===== src/wic_pkg.sv =====
/*
  Constants shared by the wake-up and interrupt controller: register
  offsets, bit positions, vectors, response codes and power modes.
  Assumes a 32-bit AXI4-Lite register bus with byte addresses.
*/
package wic_pkg;

  // Register byte offsets
  localparam logic [4:0] OFS_MASK   = 5'h00;
  localparam logic [4:0] OFS_FLAG   = 5'h04;
  localparam logic [4:0] OFS_WAKE   = 5'h08;
  localparam logic [4:0] OFS_STATUS = 5'h0C;
  localparam logic [4:0] OFS_PORT   = 5'h10;
  localparam int         ADDR_W     = 5;

  // Event bit positions, shared by mask and pending flags
  localparam int BIT_OVF  = 0;
  localparam int BIT_PIN  = 1;
  localparam int BIT_CMP  = 2;
  localparam int BIT_EXT  = 3;
  localparam int BIT_PWM  = 4;
  localparam int NUM_EV   = 5;

  // Wake control bit positions
  localparam int WK_PIN   = 1;
  localparam int WK_CMP   = 2;

  // Reset values
  localparam logic [4:0] MASK_RST = 5'h00;
  localparam logic [4:0] FLAG_RST = 5'h00;
  localparam logic [2:0] WAKE_RST = 3'h0;

  // Branch targets
  localparam logic [7:0] VEC_EXT  = 8'h03;
  localparam logic [7:0] VEC_PIN  = 8'h06;
  localparam logic [7:0] VEC_OVF  = 8'h09;
  localparam logic [7:0] VEC_CMP  = 8'h0C;
  localparam logic [7:0] VEC_PWM  = 8'h0F;

  // AXI responses
  localparam logic [1:0] RESP_OKAY   = 2'h0;
  localparam logic [1:0] RESP_SLVERR = 2'h2;

  typedef enum logic [2:0] {
    MODE_NORMAL = 3'b001,
    MODE_SLEEP  = 3'b010,
    MODE_IDLE   = 3'b100
  } wic_mode_t;

endpackage : wic_pkg


===== src/wic_ctrl.sv =====
/*
  Wake-up and interrupt controller of a small 8-bit core, with its
  registers on an AXI4-Lite slave. Decides per power mode whether an
  event wakes the core, sets its pending flag, and whether the core
  branches to a vector or resumes at the next instruction.
  Assumes the core sequencer gives one-cycle pulses for its sleep,
  idle and global enable/disable instructions, and that all event
  inputs are synchronous to aclk.
*/
// Behaviour
// - Wake from sleep and idle on qualifying events
// - Enabled source after wake, global on, branches to its vector
// - Disabled source after wake resumes next instruction
// - Overflow, enabled, global on: flag, vector 0x09
// - Overflow, enabled, global off: flag, continue
// - Sleep, pin wake/irq off: no wake, no flag
// - Sleep, irq only: set flag, stay asleep
// - Sleep, wake only: wake, resume, no flag
// - Sleep, wake+irq, global off: wake, flag, resume
// - Sleep, wake+irq+global: wake, flag, vector 0x06
// - Normal, pin irq off: no flag, no interrupt
// - Normal, pin irq, global off: flag, continue
// - Normal, pin irq, global on: flag, vector 0x06
// - External pin, enabled, global on: vector 0x03
// - External pin, enabled, global off: flag only
// - Oscillator and timers stopped while sleeping
`timescale 1ns/1ps
module wic_ctrl #(
  parameter int P6_W = 8
) (
  // Clock and reset
  input  wire logic                       aclk,
  input  wire logic                       aresetn,
  // AXI4-Lite write address and data
  input  wire logic [wic_pkg::ADDR_W-1:0] awaddr,
  input  wire logic                       awvalid,
  output logic                            awready,
  input  wire logic [31:0]                wdata,
  input  wire logic [3:0]                 wstrb,
  input  wire logic                       wvalid,
  output logic                            wready,
  // AXI4-Lite write response
  output logic [1:0]                      bresp,
  output logic                            bvalid,
  input  wire logic                       bready,
  // AXI4-Lite read
  input  wire logic [wic_pkg::ADDR_W-1:0] araddr,
  input  wire logic                       arvalid,
  output logic                            arready,
  output logic [31:0]                     rdata,
  output logic [1:0]                      rresp,
  output logic                            rvalid,
  input  wire logic                       rready,
  // Core sequencer
  input  wire logic                       sleep_instruction,
  input  wire logic                       idle_instruction,
  input  wire logic                       global_irq_on,
  input  wire logic                       global_irq_off,
  output logic                            vector_valid,
  output logic [7:0]                      vector_addr,
  output logic                            resume_next,
  output logic                            osc_run,
  output logic                            reset_req,
  // Event sources
  input  wire logic [P6_W-1:0]            port6_in,
  input  wire logic                       ext_pin_n,
  input  wire logic                       timer_overflow,
  input  wire logic                       comparator_change,
  input  wire logic                       period_match,
  input  wire logic                       watchdog_timeout,
  input  wire logic                       low_voltage
);
  import wic_pkg::*;

  if (P6_W < 1 || P6_W > 32) begin : g_bad_width
    $error("P6_W must be 1 to 32");
  end

  typedef struct packed {
    wic_mode_t          mode;
    logic               gie;
    logic [NUM_EV-1:0]  mask;
    logic [NUM_EV-1:0]  flags;
    logic [2:0]         wake;
    logic [P6_W-1:0]    p6_prev;
    logic               ext_prev;
    logic               vec_valid;
    logic [7:0]         vec_addr;
    logic               resume;
    logic               osc;
    logic               rst_req;
    logic               aw_rdy;
    logic               w_rdy;
    logic               aw_got;
    logic               w_got;
    logic [ADDR_W-1:0]  aw_addr;
    logic [7:0]         w_byte;
    logic               w_lane;
    logic               b_valid;
    logic [1:0]         b_resp;
    logic               ar_rdy;
    logic               r_valid;
    logic [1:0]         r_resp;
    logic [31:0]        r_data;
  } wic_state_t;

  wic_state_t st_reg;
  wic_state_t st_next;

  logic [NUM_EV-1:0] ev;
  logic [NUM_EV-1:0] hit;
  logic [NUM_EV-1:0] wakes;
  logic              wr_do;
  logic              any_reset;

  // Port change against the previous sample; external pin acts on fall
  always_comb begin
    ev           = '0;
    ev[BIT_OVF]  = timer_overflow;
    ev[BIT_PIN]  = |(port6_in ^ st_reg.p6_prev);
    ev[BIT_CMP]  = comparator_change;
    ev[BIT_EXT]  = st_reg.ext_prev & ~ext_pin_n;
    ev[BIT_PWM]  = period_match;
  end

  assign hit       = ev & st_reg.mask;
  assign wr_do     = st_reg.aw_got & st_reg.w_got & ~st_reg.b_valid;
  assign any_reset = watchdog_timeout | low_voltage;

  // Which events may wake the core in the present mode
  always_comb begin
    wakes = '0;
    if (st_reg.mode == MODE_IDLE) begin
      wakes = ev;
      wakes[BIT_PIN] = ev[BIT_PIN] & st_reg.wake[WK_PIN];
      wakes[BIT_CMP] = ev[BIT_CMP] & st_reg.wake[WK_CMP];
    end else if (st_reg.mode == MODE_SLEEP) begin
      // Timers stand still, so only pin and comparator can act
      wakes[BIT_PIN] = ev[BIT_PIN] & st_reg.wake[WK_PIN];
      wakes[BIT_CMP] = ev[BIT_CMP] & st_reg.wake[WK_CMP];
    end
  end

  // Fixed priority: lowest vector address wins
  function automatic logic [7:0] wic_pick(input logic [NUM_EV-1:0] h);
    logic [7:0] v;
    v = VEC_PWM;
    if (h[BIT_CMP]) v = VEC_CMP;
    if (h[BIT_OVF]) v = VEC_OVF;
    if (h[BIT_PIN]) v = VEC_PIN;
    if (h[BIT_EXT]) v = VEC_EXT;
    return v;
  endfunction : wic_pick

  always_comb begin
    logic [NUM_EV-1:0] set;
    logic [NUM_EV-1:0] fire;
    st_next           = st_reg;
    set               = '0;
    fire              = '0;
    st_next.p6_prev   = port6_in;
    st_next.ext_prev  = ext_pin_n;
    st_next.vec_valid = 1'b0;
    st_next.resume    = 1'b0;
    st_next.rst_req   = 1'b0;

    if (global_irq_on) st_next.gie = 1'b1;
    if (global_irq_off) st_next.gie = 1'b0;

    unique case (st_reg.mode)
      MODE_NORMAL: begin
        set  = hit;
        fire = st_reg.gie ? hit : '0;
        if (|fire) begin
          st_next.vec_valid = 1'b1;
          st_next.vec_addr  = wic_pick(fire);
        end
        if (sleep_instruction) st_next.mode = MODE_SLEEP;
        else if (idle_instruction) st_next.mode = MODE_IDLE;
      end
      MODE_SLEEP, MODE_IDLE: begin
        // Pin flag may set without waking the core
        set = hit;
        if (st_reg.mode == MODE_SLEEP) begin
          set = hit & NUM_EV'((1 << BIT_PIN) | (1 << BIT_CMP));
        end
        if (|wakes) begin
          st_next.mode = MODE_NORMAL;
          fire = (st_reg.gie ? set : '0) & wakes;
          if (|fire) begin
            st_next.vec_valid = 1'b1;
            st_next.vec_addr  = wic_pick(fire);
          end else begin
            st_next.resume = 1'b1;
          end
        end
      end
    endcase

    // Watchdog and low voltage reset the core, never interrupt
    if (any_reset) begin
      st_next.mode      = MODE_NORMAL;
      st_next.rst_req   = 1'b1;
      st_next.vec_valid = 1'b0;
      st_next.resume    = 1'b0;
    end
    st_next.osc = (st_next.mode != MODE_SLEEP);

    // Write channel: address and data in either order
    if (awvalid && st_reg.aw_rdy) begin
      st_next.aw_got  = 1'b1;
      st_next.aw_rdy  = 1'b0;
      st_next.aw_addr = awaddr;
    end
    if (wvalid && st_reg.w_rdy) begin
      st_next.w_got  = 1'b1;
      st_next.w_rdy  = 1'b0;
      st_next.w_byte = wdata[7:0];
      st_next.w_lane = wstrb[0];
    end
    st_next.flags = st_reg.flags;
    if (wr_do) begin
      st_next.b_valid = 1'b1;
      st_next.b_resp  = RESP_OKAY;
      unique case (st_reg.aw_addr)
        OFS_MASK: if (st_reg.w_lane)
          st_next.mask = st_reg.w_byte[NUM_EV-1:0];
        OFS_FLAG: if (st_reg.w_lane)
          st_next.flags = st_reg.flags & st_reg.w_byte[NUM_EV-1:0];
        OFS_WAKE: if (st_reg.w_lane) begin
          st_next.wake[WK_PIN] = st_reg.w_byte[WK_PIN];
          st_next.wake[WK_CMP] = st_reg.w_byte[WK_CMP];
        end
        OFS_STATUS, OFS_PORT: ;
        default: st_next.b_resp = RESP_SLVERR;
      endcase
    end
    // Hardware set wins over a software clear in the same cycle
    st_next.flags = st_next.flags | set;
    if (st_reg.b_valid && bready) begin
      st_next.b_valid = 1'b0;
      st_next.aw_got  = 1'b0;
      st_next.w_got   = 1'b0;
      st_next.aw_rdy  = 1'b1;
      st_next.w_rdy   = 1'b1;
    end

    // Read channel
    if (arvalid && st_reg.ar_rdy) begin
      st_next.ar_rdy  = 1'b0;
      st_next.r_valid = 1'b1;
      st_next.r_resp  = RESP_OKAY;
      st_next.r_data  = '0;
      unique case (araddr)
        OFS_MASK:   st_next.r_data[NUM_EV-1:0] = st_reg.mask;
        OFS_FLAG:   st_next.r_data[NUM_EV-1:0] = st_reg.flags;
        OFS_WAKE:   st_next.r_data[2:0] = st_reg.wake;
        OFS_STATUS: st_next.r_data[3:0] = {st_reg.gie, st_reg.mode};
        OFS_PORT:   st_next.r_data[P6_W-1:0] = port6_in;
        default:    st_next.r_resp = RESP_SLVERR;
      endcase
    end
    if (st_reg.r_valid && rready) begin
      st_next.r_valid = 1'b0;
      st_next.ar_rdy  = 1'b1;
    end
    st_next.wake[0] = 1'b0;
  end

  always_ff @(posedge aclk) begin
    if (!aresetn) begin
      st_reg          <= '0;
      st_reg.mode     <= MODE_NORMAL;
      st_reg.mask     <= MASK_RST;
      st_reg.flags    <= FLAG_RST;
      st_reg.wake     <= WAKE_RST;
      st_reg.ext_prev <= 1'b1;
      st_reg.osc      <= 1'b1;
      st_reg.aw_rdy   <= 1'b1;
      st_reg.w_rdy    <= 1'b1;
      st_reg.ar_rdy   <= 1'b1;
    end else begin
      st_reg <= st_next;
    end
  end

  assign awready      = st_reg.aw_rdy;
  assign wready       = st_reg.w_rdy;
  assign bvalid       = st_reg.b_valid;
  assign bresp        = st_reg.b_resp;
  assign arready      = st_reg.ar_rdy;
  assign rvalid       = st_reg.r_valid;
  assign rresp        = st_reg.r_resp;
  assign rdata        = st_reg.r_data;
  assign vector_valid = st_reg.vec_valid;
  assign vector_addr  = st_reg.vec_addr;
  assign resume_next  = st_reg.resume;
  assign osc_run      = st_reg.osc;
  assign reset_req    = st_reg.rst_req;

  logic normal;
  logic asleep;
  assign normal = (st_reg.mode == MODE_NORMAL) && !any_reset;
  assign asleep = (st_reg.mode == MODE_SLEEP) && !any_reset;
endmodule : wic_ctrl


===== config.mk =====
export PLATFORM = sky130hd
export DESIGN_NAME = wic_ctrl
export DESIGN_NICKNAME = d
export VERILOG_FILES = /design/src/wic_pkg.sv /design/src/wic_ctrl.sv
export SDC_FILE = /design/constraint.sdc
export NUM_CORES = 1
export LEC_CHECK = 0
export ABC_AREA = 1
export BUFFER_PORTS_ARGS = -buffer_cell sky130_fd_sc_hd__clkbuf_2
export CAP_MARGIN = 20
export CORE_MARGIN = 2
export CORE_UTILIZATION = 40
export CTS_BUF_LIST = sky130_fd_sc_hd__clkbuf_4 sky130_fd_sc_hd__clkbuf_8
export DETAILED_ROUTE_END_ITERATION = 16
export GPL_ROUTABILITY_DRIVEN = 1
export GPL_TIMING_DRIVEN = 1
export PLACE_DENSITY = 0.71
export SYNTH_ARGS = -nofsm -noshare
export SYNTH_HDL_FRONTEND = slang
export SYNTH_SLANG_ARGS = --single-unit

===== constraint.sdc =====
create_clock -name aclk -period 4.2 [get_ports aclk]
set_clock_uncertainty 0.2 [all_clocks]
set_input_delay 0.42 -clock aclk [delete_from_list [all_inputs] [get_ports aclk]]
set_output_delay 0.42 -clock aclk [all_outputs]
set_load 0.01 [all_outputs]

# Yosys cells after proc, flatten, opt, wreduce, memory -nomap -nowiden
# Cells that the tools add are included.
word_totals:
  regBits: 71
  wordCells: 118
op_classes:
  n_eq_ne: 15
  n_mux: 39
  n_bitwise: 16
  n_reduce_logical: 22
op_table:
  columns: ["operator", "count"]
  rows:
  - ["2-to-1 mux 8 bit", 6]
  - ["2-to-1 mux 5 bit", 6]
  - ["OR reduction 5 bit", 5]
  - ["equality test 5 x 4 -> 1 bit, second input constant", 4]
  - ["2-to-1 mux 2 bit", 9]
  - ["2-to-1 mux 9 bit", 2]
  - ["case mux 9 bit (2 select lines)", 1]
  - ["AND 5 bit", 3]
  - ["2-to-1 mux 3 bit", 5]
  - ["case mux 3 bit (5 select lines)", 1]
  - ["equality test 5 x 3 -> 1 bit, second input constant", 2]
  - ["equality test 5 bit, second input constant", 2]
  - ["logical NOT 5 bit", 2]
  - ["2-to-1 mux 10 bit", 1]
  - ["case mux 5 bit (2 select lines)", 1]
  - ["OR reduction 2 bit", 5]
  - ["AND reduction 3 bit", 3]
  - ["OR reduction 8 bit", 1]
  - ["bitwise XOR 8 bit", 1]
  - ["2-to-1 mux 7 bit", 1]
  - ["inequality test 2 bit, second input constant", 3]
  - ["case mux 3 bit (2 select lines)", 1]
  - ["AND 1 bit", 5]
  - ["logical AND 1 bit", 5]
  - ["11 further kinds", 17]

# Logic depth before layout (Yosys ltp)
logic_depth:
  ltp_word: 14
  ltp_mapped: 13

# Least setup slack after synthesis
# Ideal clock, no wire load.
synth_timing:
  path_kind: "input port to flip-flop"
  startpoint: "in port6_in[1]"
  endpoint: "reg st_reg, in the netlist vector_addr[3]"
  setup_time_ns: 0.113
  arrival_ns: 1.373
  slack_ns: 2.514
  cell_stages: 12
  path_buffers: 0
  cell_sequence: "inv_1 -> nand2_1 -> nand2_1 -> nand2_1 -> nor2_1 -> nand2_2 -> nand3_1 -> nand4_1 -> nand2_4 -> nand2_1 -> nand2_1 -> nor2_1"
synth_via:
  elab_chain_len: 12
synth_lines:
  columns: ["element", "line", "rtl"]
  rows:
  - ["from (decl)", "wic_ctrl.sv:65", "input wire logic [P6_W-1:0] port6_in,"]
  - ["bitwise XOR 8 bit (*)", "wic_ctrl.sv:120", "ev[BIT_PIN] = |(port6_in ^ st_reg.p6_prev);"]
  - ["OR reduction 8 bit (*)", "wic_ctrl.sv:120", null]
  - ["AND 5 bit", "wic_ctrl.sv:126", "assign hit = ev & st_reg.mask;"]
  - ["2-to-1 mux 5 bit", "wic_ctrl.sv:184", "if (st_reg.mode == MODE_SLEEP) begin"]
  - ["2-to-1 mux 5 bit", "wic_ctrl.sv:170", "unique case (st_reg.mode)"]
  - ["2-to-1 mux 5 bit", "wic_ctrl.sv:189", "fire = (st_reg.gie ? set : '0) & wakes;"]
  - ["AND 5 bit", "wic_ctrl.sv:189", null]
  - ["2-to-1 mux 8 bit", "wic_ctrl.sv:150", "if (h[BIT_PIN]) v = VEC_PIN;"]
  - ["2-to-1 mux 8 bit", "wic_ctrl.sv:151", "if (h[BIT_EXT]) v = VEC_EXT;"]
  - ["2-to-1 mux 9 bit", "wic_ctrl.sv:190", "if (|fire) begin"]
  - ["2-to-1 mux 10 bit", "wic_ctrl.sv:187", "if (|wakes) begin"]
  - ["case mux 9 bit (2 select lines)", "wic_ctrl.sv:170", null]
  - ["to (signal assigned)", "wic_ctrl.sv:283", "st_reg <= st_next;"]
  - ["to (decl)", "wic_ctrl.sv:107", "wic_state_t st_reg;"]
# Every way passes the cells marked *; elsewhere a longest branch is shown, timed or not. The select of a mux whose other input is x is not followed.
# A chain may end at the register's enable or synchronous reset.

# Final worst setup path
layout_timing:
  startpoint: "in aresetn"
  endpoint: "reg st_reg[53] in the netlist's numbering"
layout_via:
  elab_chain_len: 2
layout_lines:
  columns: ["element", "line", "rtl"]
  rows:
  - ["from (decl)", "wic_ctrl.sv:33", "input wire logic aresetn,"]
  - ["inverter 1 bit (no source line)", null, null]
  - ["OR reduction 2 bit (no source line)", null, null]
# No other way between the ends.

==> flow_metrics.tcl <==
set metrics [dict create \
    outcome "finished, final reports clean" \
    dp.cells 577 \
    cp_cell_sequence "clkbuf_2 > inv_1 > a21oi_1 > inv_1 > a21oi_1" \
    cpMaxStageDelayCell "inv_1" \
    diodes 0 \
    drtPass1Iterations 5 \
    via_count 2730 \
    cts.clk_slew.worst_paths_ns 0.08 \
    grt_max_degree 35 \
    die_w_um 92.9 \
    finalHoldViolCount 0 \
    cts-htree-levels 3 \
    ys_types 40 \
    synth_seq_cells 61 \
    max_freq_mhz 497 \
    p_leak_nw 1.74 \
    post-dp-hpwl_um 5200 \
    stdcell_count 593 \
    ir_worst_vdd_mv 0.220 \
    final_common_cell "nand2_1" \
    arrival_ns 2.10 \
    cts_tree "built" \
    postCtsSetupBuffers 0 \
    crit_fanout 34 \
    wl_um 6810 \
    cts.sinks 61 \
    antenna_found_initial 0 \
    power_density_nw_per_um2 352 \
    rsz0062_at_grt "false" \
    netlist_area_sq_um 3160 \
    p_total_mw 1.24 \
    fill_cells 812 \
    rows 32 \
    timing.final.crit_share_pct 47.9 \
    clock_latency_ns 0.35 \
    drtAntennaViolNets 0 \
    nets 557 \
    dieArea_sq_um 8640 \
    finalSetupTns_ns 0 \
    synth_area_per_cell_sq_um 7.29 \
    synth-seq-area-share_pct 38.6 \
    ios 124 \
    coreArea_sq_um 7690 \
    setup.worst_path.class "input pin to flip-flop" \
    async_reset_ff_share_pct 0 \
    synth_compound_area_share_pct 14.6 \
    min_path_type "input pin to flip-flop" \
    syn_to_final_growth_pct 11.7 \
    routed_via_density 4.60 \
    synthCells 434 \
    post_cts_resized 0 \
    finalSetupViolCount 0 \
    synth_xor_area_share_pct 0.830 \
    grt_use_total_pct 16.7 \
    synthMuxAreaShare_pct 0 \
    wl_per_cell_um 11.5 \
    seq_area_sq_um 1220 \
    numCtsBuffers 9 \
    grt-ovfl-total 0 \
    yosys_most_used_dff "dfxtp_1" \
    grt_pass1_vias 2576 \
    portBuffers 63 \
    drt_iter0_drc 110 \
    critPathCaptureType "flip-flop" \
    slowest_delay_ns 0.54 \
    relSlewSlack_pct 50.9 \
    holdBufCountCts 0 \
    synth_edf_count 0 \
    start_util_pct 41.2 \
    place_congestion 0.859 \
    tightest_slew_ns 0.735 \
    startpoint_type "input pin" \
    die_h_um 92.9 \
    synthSimpleGateAreaFrac_pct 27.6 \
    synth_fa_ha_area_share_pct 0 \
    clock-root-buffer "clkbuf_8" \
    fin_util_pct 46.0 \
    synth_top_family_by_area "simple AND/OR/NAND/NOR gates" \
    grt_first_pass_wirelength_um 11400 \
    drv_cap 0 \
    cts_max_path_buffers 2 \
    largest_reg_flops 38 \
    drcViolationCount 0 \
    whs_ns 0.0357 \
    yosysWarnings 0 \
    final_cell_mix "nand2_1, clkbuf_2, dfxtp_1" \
    period_needed_ns 2.01 \
    multi_input_area_sq_um 1470 \
    drive_above_1_share_pct 21.0 \
    critPathRequiredTime_ns 4.29 \
    slew_violations 0 \
]
## Yosys cell counts, types with 2 or more instances
master | instances | area share (%)
inv_1 | 52 | 6.2
nand4_4 | 2 | 1.3
dfxtp_1 | 61 | 39
a31oi_1 | 2 | 0.40
nor2_1 | 51 | 6.0
nand2_2 | 3 | 0.59
a221oi_1 | 3 | 0.83
clkbuf_1 | 6 | 0.71
buf_4 | 44 | 10
o21ai_0 | 27 | 4.3
a211oi_1 | 6 | 1.4
nand4_1 | 3 | 0.59
a21oi_1 | 27 | 4.3
nor3_1 | 4 | 0.63
nand3_1 | 20 | 3.2
nand3_4 | 2 | 1.1
nand3_2 | 2 | 0.63
nand2_4 | 2 | 0.71
xnor2_1 | 3 | 0.83
o31ai_1 | 5 | 1.2
nand2_1 | 85 | 10
nor2_2 | 3 | 0.59
inv_2 | 4 | 0.47
## kinds of logic (layout without fill, tap and decap cells)
kind of cell,after synthesis,count (layout)
xor+xnor,3,3
flops,61,61
buf+inv,109,137
simple gates,183,183
compound gates,77,77
other cells,1,30
## where the power goes
| group | internal [mW] | switching [mW] |
|---|---|---|
| registers | 0.609 | 0.0189 |
| logic | 0.0524 | 0.0982 |
| clock network | 0.215 | 0.250 |
## critical path: cells and delay by family
| kind | cells | cell delay (ns) |
|---|---|---|
| buf+inv | 3 | 1.17 |
| compound gates | 2 | 0.50 |
## final cells by class
cell class,instances,share of cell area [%]
Tap cell,102,3.61
Inverter,58,6.23
Clock inverter,7,1.45
Timing Repair Buffer,63,8.92
Clock buffer,9,3.51
Multi-Input combinational cell,293,41.7
Sequential cell,61,34.6
## layer usage
metal	up-vias	GRT usage, %	wire length, um
met5	-	0	0
met4	0	5.51	72
met3	7	5.13	455
met2	94	27.3	3160
met1	1199	20.8	3120
li1	1430	-	-
## stage by stage
step	area (sq um)	worst slack [ns]
4_1_cts	3530	2.16
3_5_place_dp	3360	1.79
2_1_floorplan	3270	2.51
5_1_grt	3530	1.91
3_3_place_gp	3360	1.84
6_report	3530	2.19
## worst paths after layout
check	to	startpoint	cells after the start	slack, ns
worst max-delay path	st_reg[53]	aresetn	5	2.19
worst min-delay path	st_reg[91]	global_irq_off	2	0.04
worst max register to register	st_reg[88]	bvalid	5	2.34
worst min register to register	rdata[0]	rdata[0]	2	0.27
No activity file was read; power rests on OpenSTA's default activity.
